`src/rtl/rfcw_defines.svh`:
```
// constants for the relay filter control word block
// assumes core_clk at 40 MHz and one command word per load strobe
//
// Overview of operation
// - keep 32-bit word, upper and lower halves
// - clear at power-on, hold until first command
// - every bit active high, set energises relay
// - bit 27 high selects transmit
// - low-pass-only board uses bits 20 to 31
// - full boards map high-pass, preamp, attenuators
// - dual board band-pass bits in lower half
// - dual board low-pass bits in first word
// - dual bit 18 status, second word ground
// - lamps driven, bits 7 16 17 unconnected
`ifndef RFCW_DEFINES_SVH
`define RFCW_DEFINES_SVH

// ----------------------------------------------------------------
// word layout
// ----------------------------------------------------------------
`define RFCW_WORD_W 32
`define RFCW_RESET_WORD 32'h0000_0000
`define RFCW_TX_BIT 27
`define RFCW_STATUS_BIT 18
`define RFCW_SECOND_RECEIVER_INPUT_GROUND_BIT 8
`define RFCW_SHORTWAVE_BYPASS_BIT 12

// ----------------------------------------------------------------
// per-variant masks of connected bits
// ----------------------------------------------------------------
`define RFCW_MASK_FULL_PRI 32'hFFFC_FF7F
`define RFCW_MASK_LPF_PRI 32'hFFF0_0000
`define RFCW_MASK_DUAL_PRI 32'hFFFC_907F
`define RFCW_MASK_DUAL_SEC 32'h0000_917F
`define RFCW_MASK_NONE 32'h0000_0000

`endif

```
`src/rtl/rfcw_pkg.sv`:
```
// types for the relay filter control word block
// assumes rfcw_defines.svh is included by the design file
package rfcw_pkg;

   // board flavour, strapped on pins
   typedef enum logic [1:0] {
      RFCW_FULL,
      RFCW_LPF_ONLY,
      RFCW_DUAL_SET,
      RFCW_SPARE
   } rfcw_variant_t;

   // which word a command loads
   typedef enum logic {
      RFCW_SEL_PRIMARY,
      RFCW_SEL_SECONDARY
   } rfcw_word_sel_t;

endpackage : rfcw_pkg

```
`src/rtl/rfcw_relay_word.sv`:
```
// relay filter control word: two command-loaded words driving relays
// assumes command strobe comes from core_clk logic; variant straps are pins
`timescale 1ns/1ps
`include "rfcw_defines.svh"

module rfcw_relay_word (
   input wire logic core_clk,
   input wire logic reset,
   input wire logic cmd_load,
   input wire rfcw_pkg::rfcw_word_sel_t cmd_select,
   input wire logic [31:0] cmd_word,
   input wire logic [1:0] variant_pins,
   output logic [31:0] relay_primary,
   output logic [31:0] relay_secondary,
   output logic transmit_select,
   output logic transmit_receive_status_bit,
   output logic second_receiver_input_ground,
   output logic command_seen
);
   import rfcw_pkg::*;

   // ----------------------------------------------------------------
   // decode helpers
   // ----------------------------------------------------------------
   // connected bits of the first word for a board flavour
   function automatic logic [31:0] pri_mask(input rfcw_variant_t v);
      case (v)
         RFCW_FULL: pri_mask = `RFCW_MASK_FULL_PRI;
         RFCW_LPF_ONLY: pri_mask = `RFCW_MASK_LPF_PRI;
         RFCW_DUAL_SET: pri_mask = `RFCW_MASK_DUAL_PRI;
         default: pri_mask = `RFCW_MASK_NONE;
      endcase
   endfunction : pri_mask

   // connected bits of the second word, only the dual board has one
   function automatic logic [31:0] sec_mask(input rfcw_variant_t v);
      case (v)
         RFCW_DUAL_SET: sec_mask = `RFCW_MASK_DUAL_SEC;
         default: sec_mask = `RFCW_MASK_NONE;
      endcase
   endfunction : sec_mask

   // ----------------------------------------------------------------
   // strap synchroniser
   // ----------------------------------------------------------------
   logic [1:0] strap_meta_q;
   logic [1:0] strap_meta_d;
   logic [1:0] strap_sync_q;
   logic [1:0] strap_sync_d;
   rfcw_variant_t variant;

   // first stage feeds only the second stage
   always_comb begin
      strap_meta_d = variant_pins;
      strap_sync_d = strap_meta_q;
   end

   always_ff @(posedge core_clk or posedge reset) begin
      if (reset) begin
         strap_meta_q <= 2'h0;
         strap_sync_q <= 2'h0;
      end else begin
         strap_meta_q <= strap_meta_d;
         strap_sync_q <= strap_sync_d;
      end
   end

   assign variant = rfcw_variant_t'(strap_sync_q);

   // ----------------------------------------------------------------
   // stored command words
   // ----------------------------------------------------------------
   logic [31:0] word_pri_q;
   logic [31:0] word_pri_d;
   logic [31:0] word_sec_q;
   logic [31:0] word_sec_d;
   logic seen_q;
   logic seen_d;

   // a whole word replaces the old one in a single edge
   always_comb begin
      word_pri_d = word_pri_q;
      word_sec_d = word_sec_q;
      seen_d = seen_q;
      if (cmd_load) begin
         seen_d = 1'b1;
         if (cmd_select == RFCW_SEL_PRIMARY) begin
            word_pri_d = cmd_word;
         end else begin
            word_sec_d = cmd_word;
         end
      end
   end

   // power-on value is all zero, kept until a command lands
   always_ff @(posedge core_clk or posedge reset) begin
      if (reset) begin
         word_pri_q <= `RFCW_RESET_WORD;
         word_sec_q <= `RFCW_RESET_WORD;
         seen_q <= 1'b0;
      end else begin
         word_pri_q <= word_pri_d;
         word_sec_q <= word_sec_d;
         seen_q <= seen_d;
      end
   end

   // ----------------------------------------------------------------
   // relay drive registers
   // ----------------------------------------------------------------
   logic [31:0] drive_pri_q;
   logic [31:0] drive_pri_d;
   logic [31:0] drive_sec_q;
   logic [31:0] drive_sec_d;
   logic tx_q;
   logic tx_d;
   logic status_q;
   logic status_d;
   logic ground_q;
   logic ground_d;

   // drive from the next word so all bits move on the same edge;
   // unconnected bits of both relay words are held low; transmit_select still takes bit 27 unmasked on every strap
   always_comb begin
      drive_pri_d = word_pri_d & pri_mask(variant);
      drive_sec_d = word_sec_d & sec_mask(variant);
      tx_d = word_pri_d[`RFCW_TX_BIT];
      status_d = (variant == RFCW_DUAL_SET) & word_pri_d[`RFCW_STATUS_BIT];
      ground_d = drive_sec_d[`RFCW_SECOND_RECEIVER_INPUT_GROUND_BIT];
   end

   always_ff @(posedge core_clk or posedge reset) begin
      if (reset) begin
         drive_pri_q <= `RFCW_RESET_WORD;
         drive_sec_q <= `RFCW_RESET_WORD;
         tx_q <= 1'b0;
         status_q <= 1'b0;
         ground_q <= 1'b0;
      end else begin
         drive_pri_q <= drive_pri_d;
         drive_sec_q <= drive_sec_d;
         tx_q <= tx_d;
         status_q <= status_d;
         ground_q <= ground_d;
      end
   end

   // outputs straight from flops
   assign relay_primary = drive_pri_q;
   assign relay_secondary = drive_sec_q;
   assign transmit_select = tx_q;
   assign transmit_receive_status_bit = status_q;
   assign second_receiver_input_ground = ground_q;
   assign command_seen = seen_q;
endmodule : rfcw_relay_word

```
`config.mk`:
```
export PLATFORM = sky130hd
export DESIGN_NAME = rfcw_relay_word
export DESIGN_NICKNAME = d
export VERILOG_FILES = /design/src/rtl/rfcw_pkg.sv /design/src/rtl/rfcw_relay_word.sv
export VERILOG_INCLUDE_DIRS = /design/src /design/src/rtl
export SDC_FILE = /design/constraint.sdc
export NUM_CORES = 1
export LEC_CHECK = 0
export BUFFER_PORTS_ARGS = -buffer_cell sky130_fd_sc_hd__buf_4
export CORE_MARGIN = 3
export CORE_UTILIZATION = 45
export DETAILED_ROUTE_END_ITERATION = 16
export PLACE_DENSITY = 0.82
export SYNTH_ARGS = -nofsm -noshare
export SYNTH_HDL_FRONTEND = slang
export SYNTH_SLANG_ARGS = --single-unit
```
`constraint.sdc`:
```
create_clock -name core_clk -period 2.2 [get_ports core_clk]
set_input_delay 0.11 -clock core_clk [delete_from_list [all_inputs] [get_ports core_clk]]
set_output_delay 0.11 -clock core_clk [all_outputs]
set_load 0.01 [all_outputs]
```
==> qor.txt <==
Critical Path Start Type = primary input
Inst Count DP = 352
Ports = 106
Sink Count = 84
First-pass DRT Iterations = 4
DRC Markers = 0
measured slew at the worst slew-check pin = 516.2 ps
CTS max path bufs = 2
CTS H-tree depth = 3
Critical Path AT = 1820 ps
Mapped Area = 3108 um^2
I/O Buffers = 77
Layout area overhead = 32.77%
Netlist cell types = 16
Flop pwr share = 52.0%
Pwr Density = 826.9 nW/um^2
hpwl dp = 3696 um
n_diodes = 0
hold_ws = 19.02 ps
fin area = 4126 um^2
clock root buffer = clkbuf_8
Combinational Power Share = 15.5%
area occupied by multi-input gates = 857.1 um^2
DP Area = 3692 um^2
first-pass GRT wire length = 9094 um
clock latency on the worst-skew pair = 340 ps
vias in the first global route = 1903
DR iter-0 viols = 54
GRT overflow = 0
Die ar. = 7940 um^2
nets@finish = 347
Die Y = 89.11 um
Max Cap Violations = 0
critical path capture point type = flip-flop
Total Routing Usage GR = 15.63%
Routed WL = 5807 um
Yosys Warn Count = 0
Initial Util = 47.59%
Psw = 0.0008008 W
antenna viol nets, final = 0
Critical Setup Path Class = primary input to flip-flop
Switching Fraction = 23.47%
Period Utilization, post-route = 73.79%
Achievable Freq = 616.0 MHz
CP Max Fanout = 19
row count = 29
endpoints failing setup = 0
Max Slew Vio Count = 0
Max VDD drop = 460.4 uV
final setup TNS = 0 ps
commonest non-fill, non-tap cells in the layout = 84 x dfrtp_1, 78 x buf_4, 29 x mux2_2
status = finished, final reports clean
share of layout cells above drive strength 1 = 43.31%
Post-Route Skew = 9.263 ps
Storage cell area = 2102 um^2
Pint = 0.002611 W
slew margin rel. = 65.58%
clock network fraction of total power = 32.5%
total number of vias = 1790
Hold Fails Final Rpt = 0
leading cell type in the layout, fill and taps excluded = dfrtp_1
unrepaired setup endpoints after global routing = no
register bit count reported by yosys = 84
CTS tree = built
vias per std cell = 4.578
Pleak = 2.024 nW
largest net degree at the start of global routing = 85
Core ar. = 6531 um^2
Die W = 89.11 um
Min-Delay Path Class = primary input to flip-flop
Mean Syn Cell Area = 15.24 um^2
routability congestion estimate = 0.6678
initial antenna violation count = 0
Post-Layout Cell Count = 391
crit path time final = 1623 ps
Cells after Synth = 204
Worst-path clk slew = 80 ps
Filler cells = 499
Post-CTS Setup Repair Bufs = 0
CTS Buf Count = 9
sequential area share after synthesis = 67.63%
CTS resizes = 0
detailed-route wire length per cell = 14.85 um
Worst Path Required = 2400 ps
# hold bufs at CTS = 23
-- final timing paths --
path | from | to | depth (start not counted) | slack, ps
max | cmd_load | relay_primary[20] | 6 | 580
min | cmd_word[28] | word_pri_q[28] | 2 | 20
max reg2reg | strap_sync_q[1] | relay_secondary[0] | 2 | 880
min reg2reg | strap_meta_q[0] | strap_sync_q[0] | 0 | 350
max in group asynchronous | reset | word_pri_q[11] | 4 | 1410
min in group asynchronous | reset | relay_primary[3] | 4 | 440
-- state kept, by name (all words and copies together) (netlist names) --
| signal | cells |
|---|---|
| command_seen | 1 |
| relay_primary | 29 |
| relay_secondary | 10 |
| strap_meta_q | 2 |
| strap_sync_q | 2 |
| transmit_receive_status_bit | 1 |
| word_pri_q | 29 |
| word_sec_q | 10 |
-- cell families after synthesis --
kind of cell	count (synthesis)	share of synthesized area, %
mux	39	15.18
compound gates	12	2.899
simple gates	33	6.401
other cells	1	0.1207
flops	84	67.63
buf+inv	35	7.769
-- final cells by class --
class                      instances  share of cell area [%]
clock inverter                     3                   1.092
multi-input combinational        109                   20.77
sequential                        84                   50.94
tap                               77                   2.335
inverter                           2                  0.2729
timing repair buffer             103                   20.74
clock buffer                      13                   3.851
-- critical path, cell delays in order --
cell and delay [ps]:
dlygate4sd3_1 540, buf_4 140, nand2b_2 300, buf_12 240, mux2_2 350, a21boi_0 130
-- per-stage QoR --
stage	utilization, %	total power (W)	setup WS (ps)
6_report	63.18	0.003412	576.6
5_1_grt	63.18	0.003581	511.1
4_1_cts	63.18	0.003447	599.6
3_5_place_dp	56.53	0.002308	756.1
3_3_place_gp	56.53	0.002286	788.5
2_1_floorplan	-	0.002112	1096
-- metal layers --
| layer | share of wire (%) | vias up | track usage, % |
|---|---|---|---|
| met5 | 0 | - | 0 |
| met4 | 2.1 | 0 | 8.931 |
| met3 | 7.4 | 12 | 4.977 |
| met2 | 50 | 73 | 24.78 |
| met1 | 41 | 884 | 18.80 |
| li1 | - | 821 | - |
-- Yosys cell counts --
cell type,n,area [um^2]
dfrtp_1,84,2102
mux2_2,29,326.6
buf_4,27,202.7
nor2b_1,26,162.7
a21boi_0,12,90.09
mux2_4,9,135.1
clkbuf_1,4,15.01
inv_1,2,7.510
nand2b_1,2,12.51
nor2_1,2,7.510
or2_2,2,12.51
buf_2,1,5.000
buf_6,1,11.26
conb_1,1,3.750
mux2i_1,1,10.01
nand2_1,1,3.750
-- power groups by stage --
stage          clock [W]  combinational [W]  sequential, W
2_1_floorplan          0           0.000286        0.00183
3_3_place_gp           0           0.000488        0.00180
3_5_place_dp           0           0.000502        0.00181
4_1_cts          0.00113           0.000537        0.00178
5_1_grt          0.00120           0.000583        0.00179
6_report         0.00111           0.000529        0.00177
Note: power is estimated with default switching activity, not from simulation.
